$ cat config.mk
export PLATFORM = sky130hd
export DESIGN_NAME = autoneg_ability_regs
export DESIGN_NICKNAME = d
export VERILOG_FILES = /design/src/design/autoneg_regs_pkg.sv /design/src/design/pin_sync2.sv /design/src/design/np_snapshot.sv /design/src/design/autoneg_ability_regs.sv
export SDC_FILE = /design/constraint.sdc
export NUM_CORES = 1
export LEC_CHECK = 0
export BUFFER_PORTS_ARGS = -buffer_cell sky130_fd_sc_hd__buf_2
export CORE_MARGIN = 3
export CORE_UTILIZATION = 53
export DETAILED_ROUTE_END_ITERATION = 10
export PLACE_DENSITY = 0.89
export SLEW_MARGIN = 20
export SYNTH_ARGS = -nofsm -noshare
export SYNTH_HDL_FRONTEND = slang
export SYNTH_SLANG_ARGS = --single-unit
$ cat constraint.sdc
create_clock -name SYS_CLK_I -period 2.2 [get_ports SYS_CLK_I]
set_input_delay 0.22 -clock SYS_CLK_I [delete_from_list [all_inputs] [get_ports SYS_CLK_I]]
set_output_delay 0.22 -clock SYS_CLK_I [all_outputs]
set_load 0.01 [all_outputs]
$ cat src/design/autoneg_regs_pkg.sv
// constants for the autoneg ability and forced mode register bank
package autoneg_regs_pkg;
   // management frame addressing
   localparam logic [4:0]  DEVAD_AN        = 5'h07;
   localparam logic [15:0] OFF_NP_LOW      = 16'h020b;
   localparam logic [15:0] OFF_NP_MID      = 16'h020c;
   localparam logic [15:0] OFF_NP_HIGH     = 16'h020d;
   localparam logic [15:0] OFF_ADV_CTRL    = 16'h020e;
   localparam logic [15:0] OFF_LP_STATUS   = 16'h020f;
   localparam logic [15:0] OFF_FORCE       = 16'h8000;
   // field positions
   localparam int ADV_LONG_REACH_BIT = 15;
   localparam int ADV_ENERGY_BIT     = 14;
   localparam int ADV_HI_ABL_BIT     = 13;
   localparam int ADV_HI_REQ_BIT     = 12;
   localparam int LP_LONG_REACH_BIT  = 15;
   localparam int LP_ENERGY_BIT      = 14;
   localparam int LP_HI_ABL_BIT      = 13;
   localparam int LP_HI_REQ_BIT      = 12;
   localparam int LP_SHORT_FD_BIT    = 7;
   localparam int LP_SHORT_HD_BIT    = 6;
   localparam int FORCE_EN_BIT       = 0;
   // reset values
   localparam logic [15:0] NP_WORD_RST    = 16'h0000;
   localparam logic        ADV_LONG_RST   = 1'h1;
   localparam logic        FORCE_EN_RST   = 1'h0;
   // frame format
   localparam logic [1:0] OP_ADDRESS  = 2'h0;
   localparam logic [1:0] OP_WRITE    = 2'h1;
   localparam logic [1:0] OP_READ_INC = 2'h2;
   localparam logic [1:0] OP_READ     = 2'h3;
   localparam logic [5:0] PREAMBLE_LEN = 6'h20;
   localparam logic [5:0] HDR_BITS     = 6'h0d;
   localparam logic [5:0] DATA_BITS    = 6'h10;
   // cycles after reset release before the straps are sampled
   localparam logic [1:0] STRAP_SETTLE = 2'h2;
   // serial engine states
   typedef enum logic [3:0] {
      ST_PRE  = 4'b0001,
      ST_HDR  = 4'b0010,
      ST_TA   = 4'b0100,
      ST_DATA = 4'b1000
   } mdio_state_t;
endpackage : autoneg_regs_pkg

$ cat src/design/pin_sync2.sv
// two flip-flop synchroniser for a group of pins
`timescale 1ns/1ps
module pin_sync2 #(
   parameter int              WIDTH     = 1,
   parameter logic [WIDTH-1:0] RESET_VAL = '0
) (
   input  wire logic             clk_i,    // system clock
   input  wire logic             rst_n_i,  // async reset, low
   input  wire logic [WIDTH-1:0] async_i,  // pins
   output logic      [WIDTH-1:0] sync_o    // synchronised copy
);
   typedef struct packed {
      logic [WIDTH-1:0] meta;
      logic [WIDTH-1:0] stable;
   } sync_t;

   sync_t st_r;
   sync_t st_nxt;

   // first stage feeds only the second
   always_comb begin
      st_nxt.meta   = async_i;
      st_nxt.stable = st_r.meta;
   end

   // registers both stages
   always_ff @(posedge clk_i or negedge rst_n_i) begin
      if (!rst_n_i) begin
         st_r <= '{meta: RESET_VAL, stable: RESET_VAL};
      end else begin
         st_r <= st_nxt;
      end
   end

   assign sync_o = st_r.stable;
endmodule : pin_sync2

$ cat src/design/np_snapshot.sv
// snapshot of the partner next page middle and high words
`timescale 1ns/1ps
module np_snapshot
   import autoneg_regs_pkg::*;
(
   input  wire logic        clk_i,     // system clock
   input  wire logic        rst_n_i,   // async reset, low
   input  wire logic        capture_i, // one-cycle take pulse
   input  wire logic [15:0] mid_i,     // live middle word
   input  wire logic [15:0] high_i,    // live high word
   output logic      [15:0] mid_o,     // held middle word
   output logic      [15:0] high_o     // held high word
);
   typedef struct packed {
      logic [15:0] mid;
      logic [15:0] high;
   } snap_t;

   snap_t st_r;
   snap_t st_nxt;

   // both words are taken together so they stay coherent
   always_comb begin
      st_nxt = st_r;
      if (capture_i) begin
         st_nxt.mid  = mid_i;
         st_nxt.high = high_i;
      end
   end

   // holds the snapshot between low-word reads
   always_ff @(posedge clk_i or negedge rst_n_i) begin
      if (!rst_n_i) begin
         st_r <= '{mid: NP_WORD_RST, high: NP_WORD_RST};
      end else begin
         st_r <= st_nxt;
      end
   end

   assign mid_o  = st_r.mid;
   assign high_o = st_r.high;
endmodule : np_snapshot

$ cat src/design/autoneg_ability_regs.sv
// autoneg ability, partner next page and forced mode registers
//
// Contract
// - six 16-bit registers in device 7 at 020b, 020c, 020d, 020e, 020f, 8000
// - reading the low partner page word snapshots middle and high words
// - middle and high reads return the snapshot, not the live value
// - middle word holds partner field one, read-only, resets to zero
// - high word holds partner field two, read-only, resets to zero
// - advert bit 15 aliases base long-reach ability, resets to one
// - advert bit 14 energy-saving always reads zero, writes ignored
// - advert bit 13 aliases base high-level ability, reset from strap
// - advert bit 12 aliases base high-level request, reset from strap
// - partner status bits 15..12 mirror partner base-page ability bits
// - partner status bits 7 and 6 mirror partner short-reach duplex bits
// - forced mode only when autoneg is off and forced enable is set
// - with autoneg on, the forced enable setting is ignored
// - forced register bit 0 read/write, resets zero, bits 15..1 read-only
// - the low partner page word at 020b is the read that triggers capture
`timescale 1ns/1ps
module autoneg_ability_regs
   import autoneg_regs_pkg::*;
#(
   parameter logic [4:0] PHY_ADDR = 5'h00  // management port address
) (
   input  wire logic        SYS_CLK_I,                 // system clock
   input  wire logic        RESET_N_I,                 // async reset, low
   input  wire logic        MDC_I,                     // management clock pin
   input  wire logic        MDIO_I,                    // management data in
   output logic             MDIO_O,                    // management data out
   output logic             MDIO_OE_O,                 // high while driving
   input  wire logic        STRAP_HIGH_ABILITY_I,      // strap pin
   input  wire logic        STRAP_HIGH_REQUEST_I,      // strap pin
   input  wire logic        AUTONEG_ENABLE_I,          // autoneg enable bit
   input  wire logic [15:0] PARTNER_NP_LOW_I,          // live low word
   input  wire logic [15:0] PARTNER_NP_MID_I,          // live field one
   input  wire logic [15:0] PARTNER_NP_HIGH_I,         // live field two
   input  wire logic        PARTNER_LONG_REACH_I,      // partner base page
   input  wire logic        PARTNER_ENERGY_SAVING_I,   // partner base page
   input  wire logic        PARTNER_HIGH_ABILITY_I,    // partner base page
   input  wire logic        PARTNER_HIGH_REQUEST_I,    // partner base page
   input  wire logic        PARTNER_SHORT_FD_I,        // partner base page
   input  wire logic        PARTNER_SHORT_HD_I,        // partner base page
   input  wire logic        BASE_ADV_WR_I,             // base page write
   input  wire logic        BASE_LONG_REACH_I,         // base write data
   input  wire logic        BASE_HIGH_ABILITY_I,       // base write data
   input  wire logic        BASE_HIGH_REQUEST_I,       // base write data
   output logic             BASE_LONG_REACH_ABILITY_O, // shared alias bit
   output logic             BASE_HIGH_ABILITY_O,       // shared alias bit
   output logic             BASE_HIGH_REQUEST_O,       // shared alias bit
   output logic             FORCED_MODE_O,             // forced mode active
   output logic             AUTONEG_RUN_O              // autoneg process runs
);
   typedef struct packed {
      mdio_state_t state;
      logic [5:0]  cnt;
      logic [15:0] shift;
      logic [1:0]  op;
      logic        hit;
      logic [15:0] addr;
      logic [15:0] rd_data;
      logic        mdc_prev;
      logic        mdio_out;
      logic        mdio_oe;
      logic        capture;
      logic        adv_long;
      logic        adv_hi_abl;
      logic        adv_hi_req;
      logic        force_en;
      logic [1:0]  settle;
      logic        strap_done;
   } bank_t;

   localparam bank_t BANK_RST = '{
      state:      ST_PRE,
      cnt:        6'h00,
      shift:      16'h0000,
      op:         OP_ADDRESS,
      hit:        1'h0,
      addr:       16'h0000,
      rd_data:    16'h0000,
      mdc_prev:   1'h1,
      mdio_out:   1'h0,
      mdio_oe:    1'h0,
      capture:    1'h0,
      adv_long:   ADV_LONG_RST,
      adv_hi_abl: 1'h0,
      adv_hi_req: 1'h0,
      force_en:   FORCE_EN_RST,
      settle:     2'h0,
      strap_done: 1'h0
   };

   bank_t       st_r;
   bank_t       st_nxt;

   // pins after the synchroniser
   logic [3:0]  pins_q;
   logic        mdc_q;
   logic        mdio_q;
   logic        strap_abl_q;
   logic        strap_req_q;
   logic        mdc_rise;

   // read path and frame decode
   logic [15:0] snap_mid;
   logic [15:0] snap_high;
   logic [15:0] rd_mux;
   logic [12:0] hdr;
   logic [15:0] wr_word;
   logic        is_read;

   // pins cross into the system clock before use
   pin_sync2 #(
      .WIDTH     (4),
      .RESET_VAL (4'h3)
   ) u_pin_sync (
      .clk_i   (SYS_CLK_I),
      .rst_n_i (RESET_N_I),
      .async_i ({STRAP_HIGH_REQUEST_I, STRAP_HIGH_ABILITY_I, MDIO_I, MDC_I}),
      .sync_o  (pins_q)
   );

   assign mdc_q       = pins_q[0];
   assign mdio_q      = pins_q[1];
   assign strap_abl_q = pins_q[2];
   assign strap_req_q = pins_q[3];

   // pulse on each rise of the synchronised clock pin
   assign mdc_rise    = mdc_q & ~st_r.mdc_prev;

   // coherent copy of the partner page upper words
   np_snapshot u_np_snapshot (
      .clk_i     (SYS_CLK_I),
      .rst_n_i   (RESET_N_I),
      .capture_i (st_r.capture),
      .mid_i     (PARTNER_NP_MID_I),
      .high_i    (PARTNER_NP_HIGH_I),
      .mid_o     (snap_mid),
      .high_o    (snap_high)
   );

   // header fields: start bit, opcode, port and device
   assign hdr     = {st_r.shift[11:0], mdio_q};
   assign wr_word = {st_r.shift[14:0], mdio_q};
   assign is_read = (hdr[11:10] == OP_READ) || (hdr[11:10] == OP_READ_INC);

   // read data for the current register address
   always_comb begin
      rd_mux = 16'h0000;
      case (st_r.addr)
         // live low word; reading it arms the snapshot
         OFF_NP_LOW: begin
            rd_mux = PARTNER_NP_LOW_I;
         end

         // upper words come from the snapshot
         OFF_NP_MID: begin
            rd_mux = snap_mid;
         end

         OFF_NP_HIGH: begin
            rd_mux = snap_high;
         end

         // aliases; the energy-saving bit has no storage
         OFF_ADV_CTRL: begin
            rd_mux[ADV_LONG_REACH_BIT] = st_r.adv_long;
            rd_mux[ADV_ENERGY_BIT]     = 1'b0;
            rd_mux[ADV_HI_ABL_BIT]     = st_r.adv_hi_abl;
            rd_mux[ADV_HI_REQ_BIT]     = st_r.adv_hi_req;
         end

         // partner base page mirrors
         OFF_LP_STATUS: begin
            rd_mux[LP_LONG_REACH_BIT] = PARTNER_LONG_REACH_I;
            rd_mux[LP_ENERGY_BIT]     = PARTNER_ENERGY_SAVING_I;
            rd_mux[LP_HI_ABL_BIT]     = PARTNER_HIGH_ABILITY_I;
            rd_mux[LP_HI_REQ_BIT]     = PARTNER_HIGH_REQUEST_I;
            rd_mux[LP_SHORT_FD_BIT]   = PARTNER_SHORT_FD_I;
            rd_mux[LP_SHORT_HD_BIT]   = PARTNER_SHORT_HD_I;
         end

         // only the enable bit is stored
         OFF_FORCE: begin
            rd_mux[FORCE_EN_BIT] = st_r.force_en;
         end

         // unmapped registers in this device
         default: begin
            rd_mux = 16'h0000;
         end
      endcase
   end

   // next state of the bank and the serial engine
   always_comb begin
      st_nxt          = st_r;
      st_nxt.capture  = 1'b0;
      st_nxt.mdc_prev = mdc_q;

      // base page writes land in the shared alias bits
      if (BASE_ADV_WR_I) begin
         st_nxt.adv_long   = BASE_LONG_REACH_I;
         st_nxt.adv_hi_abl = BASE_HIGH_ABILITY_I;
         st_nxt.adv_hi_req = BASE_HIGH_REQUEST_I;
      end

      // straps are taken once, after the synchroniser has settled
      if (!st_r.strap_done) begin
         if (st_r.settle == STRAP_SETTLE) begin
            st_nxt.adv_hi_abl = strap_abl_q;
            st_nxt.adv_hi_req = strap_req_q;
            st_nxt.strap_done = 1'b1;
         end else begin
            st_nxt.settle = st_r.settle + 2'h1;
         end
      end

      // management frames advance on each rising edge of the clock pin
      if (mdc_rise) begin
         case (st_r.state)
            // count preamble ones, wait for the start bit
            ST_PRE: begin
               if (mdio_q) begin
                  if (st_r.cnt != PREAMBLE_LEN) begin
                     st_nxt.cnt = st_r.cnt + 6'h01;
                  end
               end else if (st_r.cnt == PREAMBLE_LEN) begin
                  st_nxt.state = ST_HDR;  // first start bit seen
                  st_nxt.cnt   = 6'h00;
                  st_nxt.shift = 16'h0000;
               end else begin
                  st_nxt.cnt = 6'h00;
               end
            end

            // shift in the rest of the header
            ST_HDR: begin
               st_nxt.shift = wr_word;
               st_nxt.cnt   = st_r.cnt + 6'h01;
               if (st_r.cnt == HDR_BITS - 6'h01) begin
                  st_nxt.state = ST_TA;
                  st_nxt.cnt   = 6'h00;
                  st_nxt.op    = hdr[11:10];
                  st_nxt.hit   = !hdr[12] && (hdr[9:5] == PHY_ADDR)
                                 && (hdr[4:0] == DEVAD_AN);
                  // reads latch their data at the end of the header
                  if (!hdr[12] && (hdr[9:5] == PHY_ADDR)
                      && (hdr[4:0] == DEVAD_AN) && is_read) begin
                     st_nxt.rd_data = rd_mux;
                     // a low-word read freezes the upper words
                     st_nxt.capture = (st_r.addr == OFF_NP_LOW);
                     if (hdr[11:10] == OP_READ_INC) begin
                        st_nxt.addr = st_r.addr + 16'h0001;
                     end
                  end
               end
            end

            // turnaround; a read answers on its second bit
            ST_TA: begin
               st_nxt.cnt = st_r.cnt + 6'h01;
               if (st_r.hit && st_r.op[1]) begin
                  if (st_r.cnt == 6'h00) begin
                     st_nxt.mdio_oe  = 1'b1;  // second turnaround bit is 0
                     st_nxt.mdio_out = 1'b0;
                  end else begin
                     st_nxt.mdio_out = st_r.rd_data[15];
                     st_nxt.rd_data  = {st_r.rd_data[14:0], 1'b0};
                  end
               end
               // two turnaround bits, then data
               if (st_r.cnt == 6'h01) begin
                  st_nxt.state = ST_DATA;
                  st_nxt.cnt   = 6'h00;
               end
            end

            // sixteen data bits, msb first
            ST_DATA: begin
               st_nxt.shift = wr_word;
               st_nxt.cnt   = st_r.cnt + 6'h01;
               if (st_r.hit && st_r.op[1]) begin
                  st_nxt.mdio_out = st_r.rd_data[15];
                  st_nxt.rd_data  = {st_r.rd_data[14:0], 1'b0};
               end
               if (st_r.cnt == DATA_BITS - 6'h01) begin
                  st_nxt.state    = ST_PRE;
                  st_nxt.cnt      = 6'h00;
                  st_nxt.mdio_oe  = 1'b0;
                  st_nxt.mdio_out = 1'b0;
                  // an address frame loads the register pointer
                  if (st_r.hit && (st_r.op == OP_ADDRESS)) begin
                     st_nxt.addr = wr_word;
                  end

                  // writes touch only the writable bits
                  if (st_r.hit && (st_r.op == OP_WRITE)) begin
                     if (st_r.addr == OFF_ADV_CTRL) begin
                        st_nxt.adv_long   = wr_word[ADV_LONG_REACH_BIT];
                        st_nxt.adv_hi_abl = wr_word[ADV_HI_ABL_BIT];
                        st_nxt.adv_hi_req = wr_word[ADV_HI_REQ_BIT];
                     end
                     if (st_r.addr == OFF_FORCE) begin
                        st_nxt.force_en = wr_word[FORCE_EN_BIT];
                     end
                  end
               end
            end

            // illegal state code: back to idle
            default: begin
               st_nxt.state   = ST_PRE;
               st_nxt.cnt     = 6'h00;
               st_nxt.mdio_oe = 1'b0;
            end
         endcase
      end
   end

   // single state register for the bank; the snapshot words are held in np_snapshot
   always_ff @(posedge SYS_CLK_I or negedge RESET_N_I) begin
      if (!RESET_N_I) begin
         st_r <= BANK_RST;
      end else begin
         st_r <= st_nxt;
      end
   end

   // outputs to the pins and to the rest of the port
   assign MDIO_O    = st_r.mdio_out;
   assign MDIO_OE_O = st_r.mdio_oe;

   assign BASE_LONG_REACH_ABILITY_O = st_r.adv_long;
   assign BASE_HIGH_ABILITY_O       = st_r.adv_hi_abl;
   assign BASE_HIGH_REQUEST_O       = st_r.adv_hi_req;

   // autoneg overrides the forced enable
   assign FORCED_MODE_O = !AUTONEG_ENABLE_I && st_r.force_en;
   assign AUTONEG_RUN_O = AUTONEG_ENABLE_I;
endmodule : autoneg_ability_regs

; Word-level counts from Yosys, hierarchy flattened
; Cells that the tools add are included.
; Widths: inputs -> output; s select.
[word_totals]
ff_bits = 111
romBits = 0
word_cells = 139
latchBits = 0
mem_count = 0
ramBits = 0
[op_classes]
n_reduce_logical = 29
eq_ne = 34
n_mul = 0
bitwise = 5
shifts = 0
n_div = 0
muxes = 47
addsub = 3
magnitude_cmp = 0
[op_table]
columns = cell, n
row1 = $mux 16, 6
row2 = $eq 16x10->1 const B, 5
row3 = $mux 32, 2
row4 = $pmux 16 s3, 1
row5 = $pmux 10 s4, 1
row6 = $pmux 16 s2, 1
row7 = $mux 10, 3
row8 = $mux 15, 2
row9 = $pmux 15 s2, 1
row10 = $ne 2x2->1 const B, 12
row11 = $mux 4, 5
row12 = $pmux 4 s5, 1
row13 = $add 16x1->16 const B, 1
row14 = $eq 16x16->1 const B, 1
row15 = $pmux 5 s3, 1
row16 = $reduce_and 7->1, 2
row17 = $eq 6x4->1 const B, 2
row18 = $mux 6, 2
row19 = $pmux 4 s3, 1
row20 = $reduce_and 5->1, 2
row21 = $mux 1, 9
row22 = $mux 2, 4
row23 = $pmux 2 s4, 1
row24 = $reduce_and 4->1, 2
row25 = other kinds (32), 50

; Longest topological paths before layout
; Gate-level depths: netlist (run 1).
[depth]
word_depth = 8
depth_mapped = 8

; Cells and area by module
; From an unflattened synthesis (run 1), not the netlist that was laid out.
[unflattened]
cells_unflattened = 509
area_unflattened_um2 = 5875.6
[modules_own_cells]
columns = module, area_each_um2, seq_area_each_um2, instances, cells_per_inst
row1 = autoneg_ability_regs, 4325.4, 1780.5, 1, 433
row2 = np_snapshot, 1345.0, 800.8, 1, 68
row3 = pin_sync2, 205.2, 205.2, 1, 8

; Least setup slack after synthesis (run 1)
; No wires, ideal clock.
[synth_path]
path_type = reg2reg
startpoint = reg st_r, in the netlist hdr[12]
endpoint = reg st_r[14] in the netlist's numbering
path_slack_ns = -0.138
setup_ns = 0.128
stages_incl_launch_ff = 7
n_path_buf = 1
arrival_ns = 2.210
cell_sequence = dfrtp_1 > or4_4 > nor4_2 > nand4_1 > a21oi_2 > buf_4 > mux2_1
[synth_between]
elab_chain_len = 6
[synth_rtl]
columns = item, line
row1 = start: declaration, autoneg_ability_regs.sv:93  ; bank_t st_r;
row2 = start signal: assignment, autoneg_ability_regs.sv:326  ; st_r <= st_nxt;
row3 = $logic_not 1->1, autoneg_ability_regs.sv:248  ; if (!hdr[12] && (hdr[9:5] == PHY_ADDR)
row4 = $logic_and 1x1->1, autoneg_ability_regs.sv:248
row5 = $logic_and 1x1->1 (2 in a row), autoneg_ability_regs.sv:249  ; && (hdr[4:0] == DEVAD_AN) && is_read) begin
row6 = $ne 2x2->1 (no line), -
row7 = $reduce_and 7->1 (no line), -
; No other way between the ends.
; A chain may end at the register's enable or synchronous reset.

; Worst setup path after layout (run 1)
[layout_path]
startpoint = reg st_r, in the netlist hdr[6]
endpoint = reg st_r[11] in the netlist's numbering
[layout_between]
elab_chain_len = 6
[layout_rtl]
columns = item, line
row1 = $logic_not 5->1, autoneg_ability_regs.sv:248
row2 = $logic_and 1x1->1, autoneg_ability_regs.sv:248
row3 = $logic_and 1x1->1 (2 in a row), autoneg_ability_regs.sv:249
row4 = $ne 2x2->1 (no line), -
row5 = $reduce_and 7->1 (no line), -
; No other way between the ends.

==> results of run 1 <==
## routing by layer
layer	vias to the layer above	GRT usage [%]
li1	2326	-
met1	2658	33.9
met2	358	43.5
met3	77	5.54
met4	0	12.0
met5	-	0
## cells by family (layout without fill, tap and decap cells)
| group | Yosys count | in the layout | synth area share (%) |
|---|---|---|---|
| buf+inv | 48 | 162 | 3.36 |
| flops | 111 | 111 | 47.4 |
| xor+xnor | 4 | 4 | 0.596 |
| compound gates | 128 | 129 | 15.9 |
| mux | 70 | 70 | 13.1 |
| simple gates | 197 | 197 | 17.9 |
| fa+ha+maj | 8 | 8 | 1.70 |
## stage by stage
| stage | setup TNS [ns] | power, mW |
|---|---|---|
| after floorplan | -0.00851 | 2.70 |
| after global placement | 0 | 3.02 |
| after detailed placement | -1.74 | 3.07 |
| after CTS | -0.0194 | 4.45 |
| after global routing | -1.96 | 4.78 |
| final | -0.540 | 4.60 |
## power by group through the flow
stage,clock network [mW],registers (mW),logic (mW)
2_1_floorplan,0,2.24,0.464
3_5_place_dp,0,2.28,0.787
3_3_place_gp,0,2.27,0.750
5_1_grt,1.45,2.27,1.07
6_report,1.36,2.26,0.985
4_1_cts,1.37,2.25,0.830
## flip-flops by register name, indices dropped and copies added (netlist names)
signal                     cells
BASE_HIGH_ABILITY_O            1
BASE_HIGH_REQUEST_O            1
BASE_LONG_REACH_ABILITY_O      1
MDIO_O                         1
MDIO_OE_O                      1
hdr                           12
st_r                          54
u_np_snapshot.high_o          16
u_np_snapshot.mid_o           16
u_pin_sync.st_nxt              4
u_pin_sync.sync_o              4
## repair_timing
| item | in CTS | in global routing |
|---|---|---|
| resized for setup | 8 | 42 |
| pin swaps | 3 | 1 |
| gates cloned | 1 | 1 |
| hold endpoints to repair | 41 | 0 |
| setup buffers | 0 | 5 |
| setup endpoints to repair | 41 | 58 |
| hold buffers | 5 | 0 |
## critical path, cell delays in order (launching register included)
cell and delay (ns):
dfrtp_1 0.40, or4_4 0.56, nor4_4 0.19, nand4_1 0.23, a21oi_4 0.25, clkbuf_16 0.20
mux2_2 0.33
## cell type report
cell class	instances	area (um2)
multi-input cells	408	3170
inverters	11	41.3
repair buffers	135	913
flip-flops and latches	111	2790
fillers	698	3250
well taps	136	170
clock inverters	6	78.8
clock buffers	10	138
## worst paths after layout
check | start | depth (start not counted) | end | slack (ns)
worst min-delay path | PARTNER_NP_HIGH_I[4] | 2 | u_np_snapshot.high_o[4] | 0.05
max in group asynchronous | RESET_N_I | 3 | BASE_LONG_REACH_ABILITY_O | 1.14
worst max-delay path | hdr[6] | 6 | st_r[11] | -0.07
worst max register to register | hdr[6] | 6 | st_r[11] | -0.07
min in group asynchronous | RESET_N_I | 2 | MDIO_O | 0.38
worst min register to register | u_pin_sync.st_nxt[0] | 0 | u_pin_sync.sync_o[0] | 0.36
## cell usage in the layout, fill, tap and decap left out, types with 4 or more instances in the layout
master | netlist | layout
o21ai_1 | 15 | 11
nand3_1 | 33 | 33
ha_1 | 8 | 7
nor2_1 | 27 | 27
mux2_4 | 0 | 8
buf_2 | 2 | 70
dfrtp_1 | 104 | 101
a21oi_1 | 23 | 17
nand4_1 | 9 | 9
a21o_1 | 11 | 11
mux2_1 | 17 | 11
nor2b_1 | 5 | 5
a22oi_1 | 14 | 13
nand2_1 | 59 | 59
and3_1 | 5 | 4
dlygate4sd3_1 | 0 | 5
mux2_2 | 40 | 38
dfstp_2 | 7 | 7
nand2b_1 | 5 | 4
o21ai_2 | 0 | 4
clkbuf_8 | 0 | 10
nor3_1 | 13 | 10
nor4_1 | 13 | 11
o21ai_0 | 11 | 11
o31ai_1 | 11 | 11
buf_4 | 2 | 54
a21oi_2 | 1 | 5
inv_1 | 11 | 11
a222oi_1 | 6 | 6
a22o_1 | 6 | 6
mux2i_1 | 13 | 13
==> reports/qor.txt, run 1 <==
Comb pwr share: 21.4%
CP endpoint kind: flop
M1 WL: 6410 um
global-route wire length before repair: 26,800 um
layout cell share with drive strength beyond 1: 35.8%
top routing layer in use: met4
vias in the first global route: 5,350
initial antenna violation count: 0
Root Driver: clkbuf_8
Worst-Margin Slew: 0.614 ns
pwr dens: 630 mW/mm2
CTS Sinks: 111
violated checks: negative setup slack
global route total overflow: 0
highest clock rate: 441 MHz
Clock power frac: 29.5%
gpl congestion: 0.941
Antenna Nets Post-Route: 0
GR Util All Layers: 26.5%
Worst Setup Start Kind: flop
Netlist cell types: 70
Setup Viol. Count Final: 18
asr flop ratio synth: 100%
drt wl/cell: 21.1 um
Synth area leader: dfrtp_1
placed cell areas: 0.00672 mm2
Diodes inserted: 0
HPWL Detailed: 11,400 um
Ports: 72
worst path required time: 2.49 ns
critical path type: reg -> reg
internal power: 3.16 mW
I/O Buffers: 71
CTS buffer count: 9
Starting Density: 55.7%
die width: 111 um
worst-skew pair later-pin latency: 0.39 ns
RSZ-0062 raised after global routing: true
Final Cycle Share: 103%
CTS H-tree lvls: 3
final worst setup slack: -0.0651 ns
mapped cell area: 0.00588 mm2
largest net degree at the start of global routing: 46
routed wl met2: 8540 um
Final #Nets: 749
peak supply drop: 414 uV
critical path peak fanout: 8
CTS max path bufs: 2
Final Hold Fails: 0
Min Hold Slack: 0.0490 ns
Iter 0 DRT Violations: 760
WL final: 17,200 um
Reg power frac: 49.0%
relative slew slack: 58.9%
switching part of the total: 31.2%
max_cap viols: 0
Net Count, Synth: 639
core area: 0.0106 mm2
top-count cell post-synth: dfrtp_1
Leak: 3.39 nW
synthesized area per cell: 10.4 um2
HP Class: in -> reg
Post-synth EDFFs: 0
DRC violation count after routing: 0
die area: 0.0124 mm2
post-route minimum period: 2.27 ns
Final Util: 69.2%
max-slew violation count: 0
Finished Layout Cells: 817
post-synth top area share: 44.3%
Seq cells post-synth: 111
Via density: 6.63
Mapped Cells: 566
Setup Skew: 0.0137 ns
Area Overhead vs Synth: 24.2%
DRT Pass-1 Iters: 7
placed instance count: 789
FP Rows: 37
Commonest cells post-synth: 104 x dfrtp_1, 59 x nand2_1, 40 x mux2_2
largest cells by area after synthesis: dfrtp_1 44%, mux2_2 7.7%, nand2_1 3.8%, mux2_1 3.3%, dfstp_2 3.1%
Switch Pwr: 1.43 mW
metal3 WL: 1610 um
CP Data Arrival Time: 2.55 ns
CTS tree: yes
Reg clk slew, reported paths: 0.11 ns
outcome: finished with violations
top_reg_cell synth: dfrtp_1
fin area: 0.00730 mm2
setup slack at placement: -0.109 ns
DIE HEIGHT: 111 um
Seq/Total Area, Yosys: 47.4%
vias: 5,419
Synth warnings: 0
(Power assumes the default switching activity.)
==> run 2, diff against run 1 <==
CORE_UTILIZATION = 58   (was 53)
GPL_TIMING_DRIVEN = 0   (was unset)
PLACE_DENSITY = 0.92   (was 0.89)
clock period = 2.1 ns   (was 2.2 ns; I/O delays follow)
==> run 2 against run 1 <==
  * The flow still finishes with violations (negative setup slack)
  * Non-clock buffer count increased by 21
  * Register-to-register slack got worse by 0.21 ns
  * Hold slack improved by 0.00075 ns
  * Maximum frequency decreased by 4.7%
  * Clock power decreased by 9%
  * Cell area increased by 4.7%
  * Cell count increased by 2.1%
  * Total power increased by 3.6%
  * Sequential cell count unchanged
  * Largest cell class unchanged
  * Highest routed layer unchanged
==> reports/qor.txt, run 2 (synthesized netlist as in run 1, its figures left out) <==
vias in the first global route: 5,280
Starting Density: 59.9%
worst path required time: 2.42 ns
largest net degree at the start of global routing: 62
Ports: 72
Setup Skew: 0.0201 ns
Min Hold Slack: 0.0497 ns
Diodes inserted: 0
Worst-Margin Slew: 0.757 ns
I/O Buffers: 71
DRT Pass-1 Iters: 8
post-route minimum period: 2.38 ns
core area: 0.00982 mm2
placed cell areas: 0.00650 mm2
GR Util All Layers: 28.8%
most frequent cells in the layout: 101 x dfrtp_1, 71 x buf_2, 57 x nand2_1
pwr dens: 623 mW/mm2
Final Cycle Share: 113%
Root Driver: clkbuf_8
Hold Startpoint: PARTNER_NP_HIGH_I[7]
global-route wire length before repair: 26,100 um
worst r2r src: st_r[28]
Area Overhead vs Synth: 30.0%
highest clock rate: 421 MHz
initial antenna violation count: 0
violated checks: negative setup slack
Filler cells: 538
CTS Sinks: 111
R2R Setup Slk: -0.28 ns
worst-skew pair later-pin latency: 0.38 ns
HPWL Detailed: 11,000 um
Setup Viol. Count Final: 35
peak supply drop: 709 uV
Antenna Nets Post-Route: 0
FP Rows: 36
CTS max path bufs: 2
length in cells of the worst reg-to-reg path: 7
critical path peak fanout: 8
DRC violation count after routing: 0
DIE HEIGHT: 107 um
final worst setup slack: -0.276 ns
die width: 107 um
max-slew violation count: 0
commonest non-fill, non-tap cell in the layout: dfrtp_1
vias: 5,612
outcome: finished with violations
Worst Setup Start Kind: flop
number of cells on the worst hold path: 2
fin area: 0.00764 mm2
global route total overflow: 0
max_cap viols: 0
WL final: 18,500 um
gpl congestion: 0.933
hold endpoint: u_np_snapshot.high_o[7]
Largest Register: st_r
Iter 0 DRT Violations: 669
max reg flops: 54
Worst R2R End: st_r[11]
layout cell share with drive strength beyond 1: 40.8%
critical path type: reg -> reg
CP Data Arrival Time: 2.69 ns
relative slew slack: 48.7%
Reg clk slew, reported paths: 0.11 ns
die area: 0.0114 mm2
Via density: 6.73
CTS buffer count: 9
Final #Nets: 769
Leak: 3.52 nW
area of the multi-input gates: 0.00339 mm2
CTS H-tree lvls: 3
CTS tree: yes
drt wl/cell: 22.2 um
RSZ-0062 raised after global routing: true
HP Class: in -> reg
Final Hold Fails: 0
CP endpoint kind: flop
sequential cell area: 0.00279 mm2
run 2: changes by cell type in the layout (fill, tap and decap cells not counted), moves of 4 or more:
cell	change
mux2_4	+9
buf_6	+13
clkbuf_2	+8
clkbuf_4	+5
nor4_1	-4
nor4_4	+4
nor3_1	-4
a21oi_2	+5
buf_1	+4
mux2_1	-8
clkbuf_1	+10
buf_4	-20
o21ai_2	+4
a21oi_1	-6
run 2: final cells by class:
type                            count  area share (%)
Buffer                             33            2.88
Clock buffer                       13            2.08
Clock inverter                      3           0.327
Inverter                           11           0.540
Multi-Input combinational cell    407            44.3
Sequential cell                   111            36.5
Tap cell                          133            2.18
Timing Repair Buffer              123            11.2
run 2: critical path, stage by stage (launching register included):
cell     delay, ns
dfrtp_1       0.50
inv_1         0.17
ha_1          0.39
a22o_1        0.26
a22oi_1       0.10
or4b_1        0.54
o31ai_1       0.14
mux2_4        0.23
run 2: timing repair:
item | CTS | global route
buffers inserted | 19 | 23
pin swaps | 12 | 9
hold buffers | 5 | 0
setup endpoints to repair | 60 | 53
gates cloned | 0 | 4
resized for setup | 70 | 73
endpoints found under the hold margin | 63 | 0
run 2: per-stage QoR:
stage / setup TNS [ns] / std cells / utilization, % / setup WS (ns) / power [mW]
2_1_floorplan: -0.674 / 566 / - / -0.0515 / 2.87
3_3_place_gp: -51.71 / 770 / 65.8 / -0.441 / 3.10
3_5_place_dp: -18.74 / 771 / 66.2 / -0.510 / 3.15
4_1_cts: -3.96 / 810 / 72.7 / -0.171 / 4.47
5_1_grt: -9.20 / 834 / 77.9 / -0.351 / 4.94
6_report: -6.36 / 834 / 77.9 / -0.276 / 4.76
run 2: worst max path at each step:
stage,start,slack [ns],cells after the start,to
after floorplan,hdr[6],-0.05,6,st_r[42]
after global placement,st_r[69],-0.44,5,BASE_LONG_REACH_ABILITY_O
after detailed placement,st_r[70],-0.51,6,st_r[67]
after CTS,hdr[6],-0.17,6,st_r[20]
after global routing,st_r[68],-0.35,8,st_r[42]
final,st_r[28],-0.28,7,st_r[11]
run 2: power breakdown:
part,total (mW),internal (mW),switching (mW),leakage (nW)
clock,1.24,0.506,0.737,0.0902
combinational,1.17,0.541,0.634,1.94
sequential,2.35,2.24,0.109,1.49
run 2: per-layer routing:
layer / GRT usage (%) / up-vias / share of wire (%)
li1: - / 2364 / -
met1: 37.4 / 2726 / 37
met2: 47.5 / 421 / 49
met3: 7.34 / 101 / 9.4
met4: 9.50 / 0 / 4.6
met5: 0 / - / 0
==> run 3, diff against run 2 <==
BUFFER_PORTS_ARGS = -buffer_cell sky130_fd_sc_hd__clkbuf_2   (was -buffer_cell sky130_fd_sc_hd__buf_2)
==> run 3 against run 2 <==
  * The flow still finishes with violations (negative setup slack)
  * Register-to-register slack lost 0.02 ns
  * Critical endpoint is now st_r[12]
  * Maximum frequency shrank 1.0%
  * Via count grew 2.9%
  * Non-clock buffer count shrank 4
  * Global-route usage grew 2.1 points
  * Clock skew is essentially flat
  * Utilization grew 0.48 points
  * Combinational power is essentially flat
  * Sequential power is essentially flat
  * Highest routed layer unchanged
  * Count of clock-buffer cells in the layout shrank 3
==> reports/qor.txt, run 3 (synthesized netlist as in run 1, its figures left out) <==
outcome: finished with violations
violated checks: negative setup slack
Ports: 72
CTS Sinks: 111
Leak: 3.53 nW
layout cell share with drive strength beyond 1: 42.3%
Setup Viol. Count Final: 41
most frequent cells in the layout: 98 x dfrtp_1, 75 x clkbuf_2, 56 x nand2_1
commonest non-fill, non-tap cell in the layout: dfrtp_1
HP Class: in -> reg
CTS buffer count: 9
worst path required time: 2.44 ns
Final Util: 78.3%
vias: 5,773
Worst R2R End: st_r[12]
vias in the first global route: 5,468
critical path type: reg -> reg
Filler cells: 545
Starting Density: 59.9%
CTS tree: yes
Largest Register: st_r
max-slew violation count: 0
drt wl/cell: 24.4 um
placed instance count: 771
die width: 107 um
CP Data Arrival Time: 2.74 ns
sequential cell area: 0.00279 mm2
I/O Buffers: 71
highest clock rate: 417 MHz
switching part of the total: 32.9%
WL final: 20,200 um
area of the multi-input gates: 0.00341 mm2
final worst setup slack: -0.300 ns
post-route minimum period: 2.40 ns
DRC violation count after routing: 0
length in cells of the worst reg-to-reg path: 8
CP endpoint kind: flop
Clock power frac: 27.1%
worst r2r src: st_r[39]
Worst Setup Start Kind: flop
initial antenna violation count: 0
gpl congestion: 0.930
global-route wire length before repair: 27,800 um
Final #Nets: 765
Reg power frac: 48.4%
Diodes inserted: 0
Final Hold Fails: 0
Comb pwr share: 24.5%
Finished Layout Cells: 830
Via density: 6.96
Final Cycle Share: 114%
hold endpoint: u_np_snapshot.high_o[5]
critical path peak fanout: 9
Hold Startpoint: PARTNER_NP_HIGH_I[5]
max reg flops: 54
R2R Setup Slk: -0.30 ns
worst-skew pair later-pin latency: 0.41 ns
Reg clk slew, reported paths: 0.12 ns
FP Rows: 36
largest net degree at the start of global routing: 75
routed wl met2: 9740 um
HPWL Detailed: 11,100 um
Setup Skew: 0.0199 ns
Area Overhead vs Synth: 30.8%
metal3 WL: 1900 um
Switch Pwr: 1.60 mW
RSZ-0062 raised after global routing: true
die area: 0.0114 mm2
DRT Pass-1 Iters: 8
Iter 0 DRT Violations: 726
CTS H-tree lvls: 3
top routing layer in use: met4
max_cap viols: 0
internal power: 3.25 mW
number of cells on the worst hold path: 2
pwr dens: 631 mW/mm2
Worst-Margin Slew: 0.791 ns
CTS max path bufs: 2
core area: 0.00982 mm2
Root Driver: clkbuf_8
DIE HEIGHT: 107 um
M1 WL: 6970 um
relative slew slack: 47.1%
peak supply drop: 531 uV
global route total overflow: 0
GR Util All Layers: 30.9%
Antenna Nets Post-Route: 0
run 3: how the worst max path moves through the flow:
stage / from / endpoint / slack (ns) / cells after the start
floorplan: hdr[6] / st_r[42] / -0.05 / 6
global placement: RESET_N_I / hdr[9] / -0.60 / 1
detailed placement: st_r[35] / st_r[12] / -0.50 / 5
CTS: hdr[9] / st_r[21] / -0.18 / 7
global route: st_r[39] / st_r[26] / -0.32 / 7
finish: st_r[39] / st_r[12] / -0.30 / 8
run 3: final cells by class:
class | instances | area share [%]
Clock buffer | 10 | 1.79
Inverter | 11 | 0.537
Tap cell | 133 | 2.16
Clock inverter | 6 | 0.781
Timing Repair Buffer | 121 | 11.2
Buffer | 31 | 2.83
Multi-Input combinational cell | 407 | 44.4
Sequential cell | 111 | 36.3
run 3: critical path, cell delays in order, from the launching register on:
cell and delay [ns]:
dfrtp_1 0.37, clkbuf_1 0.24, nor4_4 0.38, nand3b_1 0.32
buf_4 0.25, nor4b_4 0.25, buf_4 0.23, a21o_1 0.15
mux2_4 0.15
run 3: what timing repair did:
item,in CTS,in global routing
resized for setup,83,72
gates cloned,2,0
hold buffers,5,0
pin swaps,11,21
endpoints found under the setup margin,59,54
hold endpoints to repair,40,0
setup buffers,22,21
run 3: through the flow:
stage / instance area, um2 / setup TNS, ns / power, mW / setup WS, ns / hold WS (ns)
6_report: 7690 / -6.91 / 4.85 / -0.300 / 0.0263
5_1_grt: 7690 / -9.05 / 4.99 / -0.323 / 0.0269
4_1_cts: 7300 / -4.07 / 4.60 / -0.182 / 0.0367
3_5_place_dp: 6500 / -19.69 / 3.14 / -0.497 / 0.145
3_3_place_gp: 6460 / -76.61 / 3.10 / -0.597 / 0.301
2_1_floorplan: 5940 / -0.674 / 2.87 / -0.0515 / -0.0856
run 3: power groups by stage:
stage                     logic (mW)  clock network, mW  registers (mW)
after floorplan                0.517                  0            2.35
after global placement         0.722                  0            2.38
after detailed placement       0.759                  0            2.39
after CTS                      0.977               1.29            2.33
after global routing            1.25               1.38            2.36
final                           1.19               1.32            2.35
run 3: per-layer routing:
metal	vias up	global-route usage [%]
li1	2372	-
met1	2737	37.8
met2	505	50.9
met3	159	6.98
met4	0	16.7
met5	-	0.476
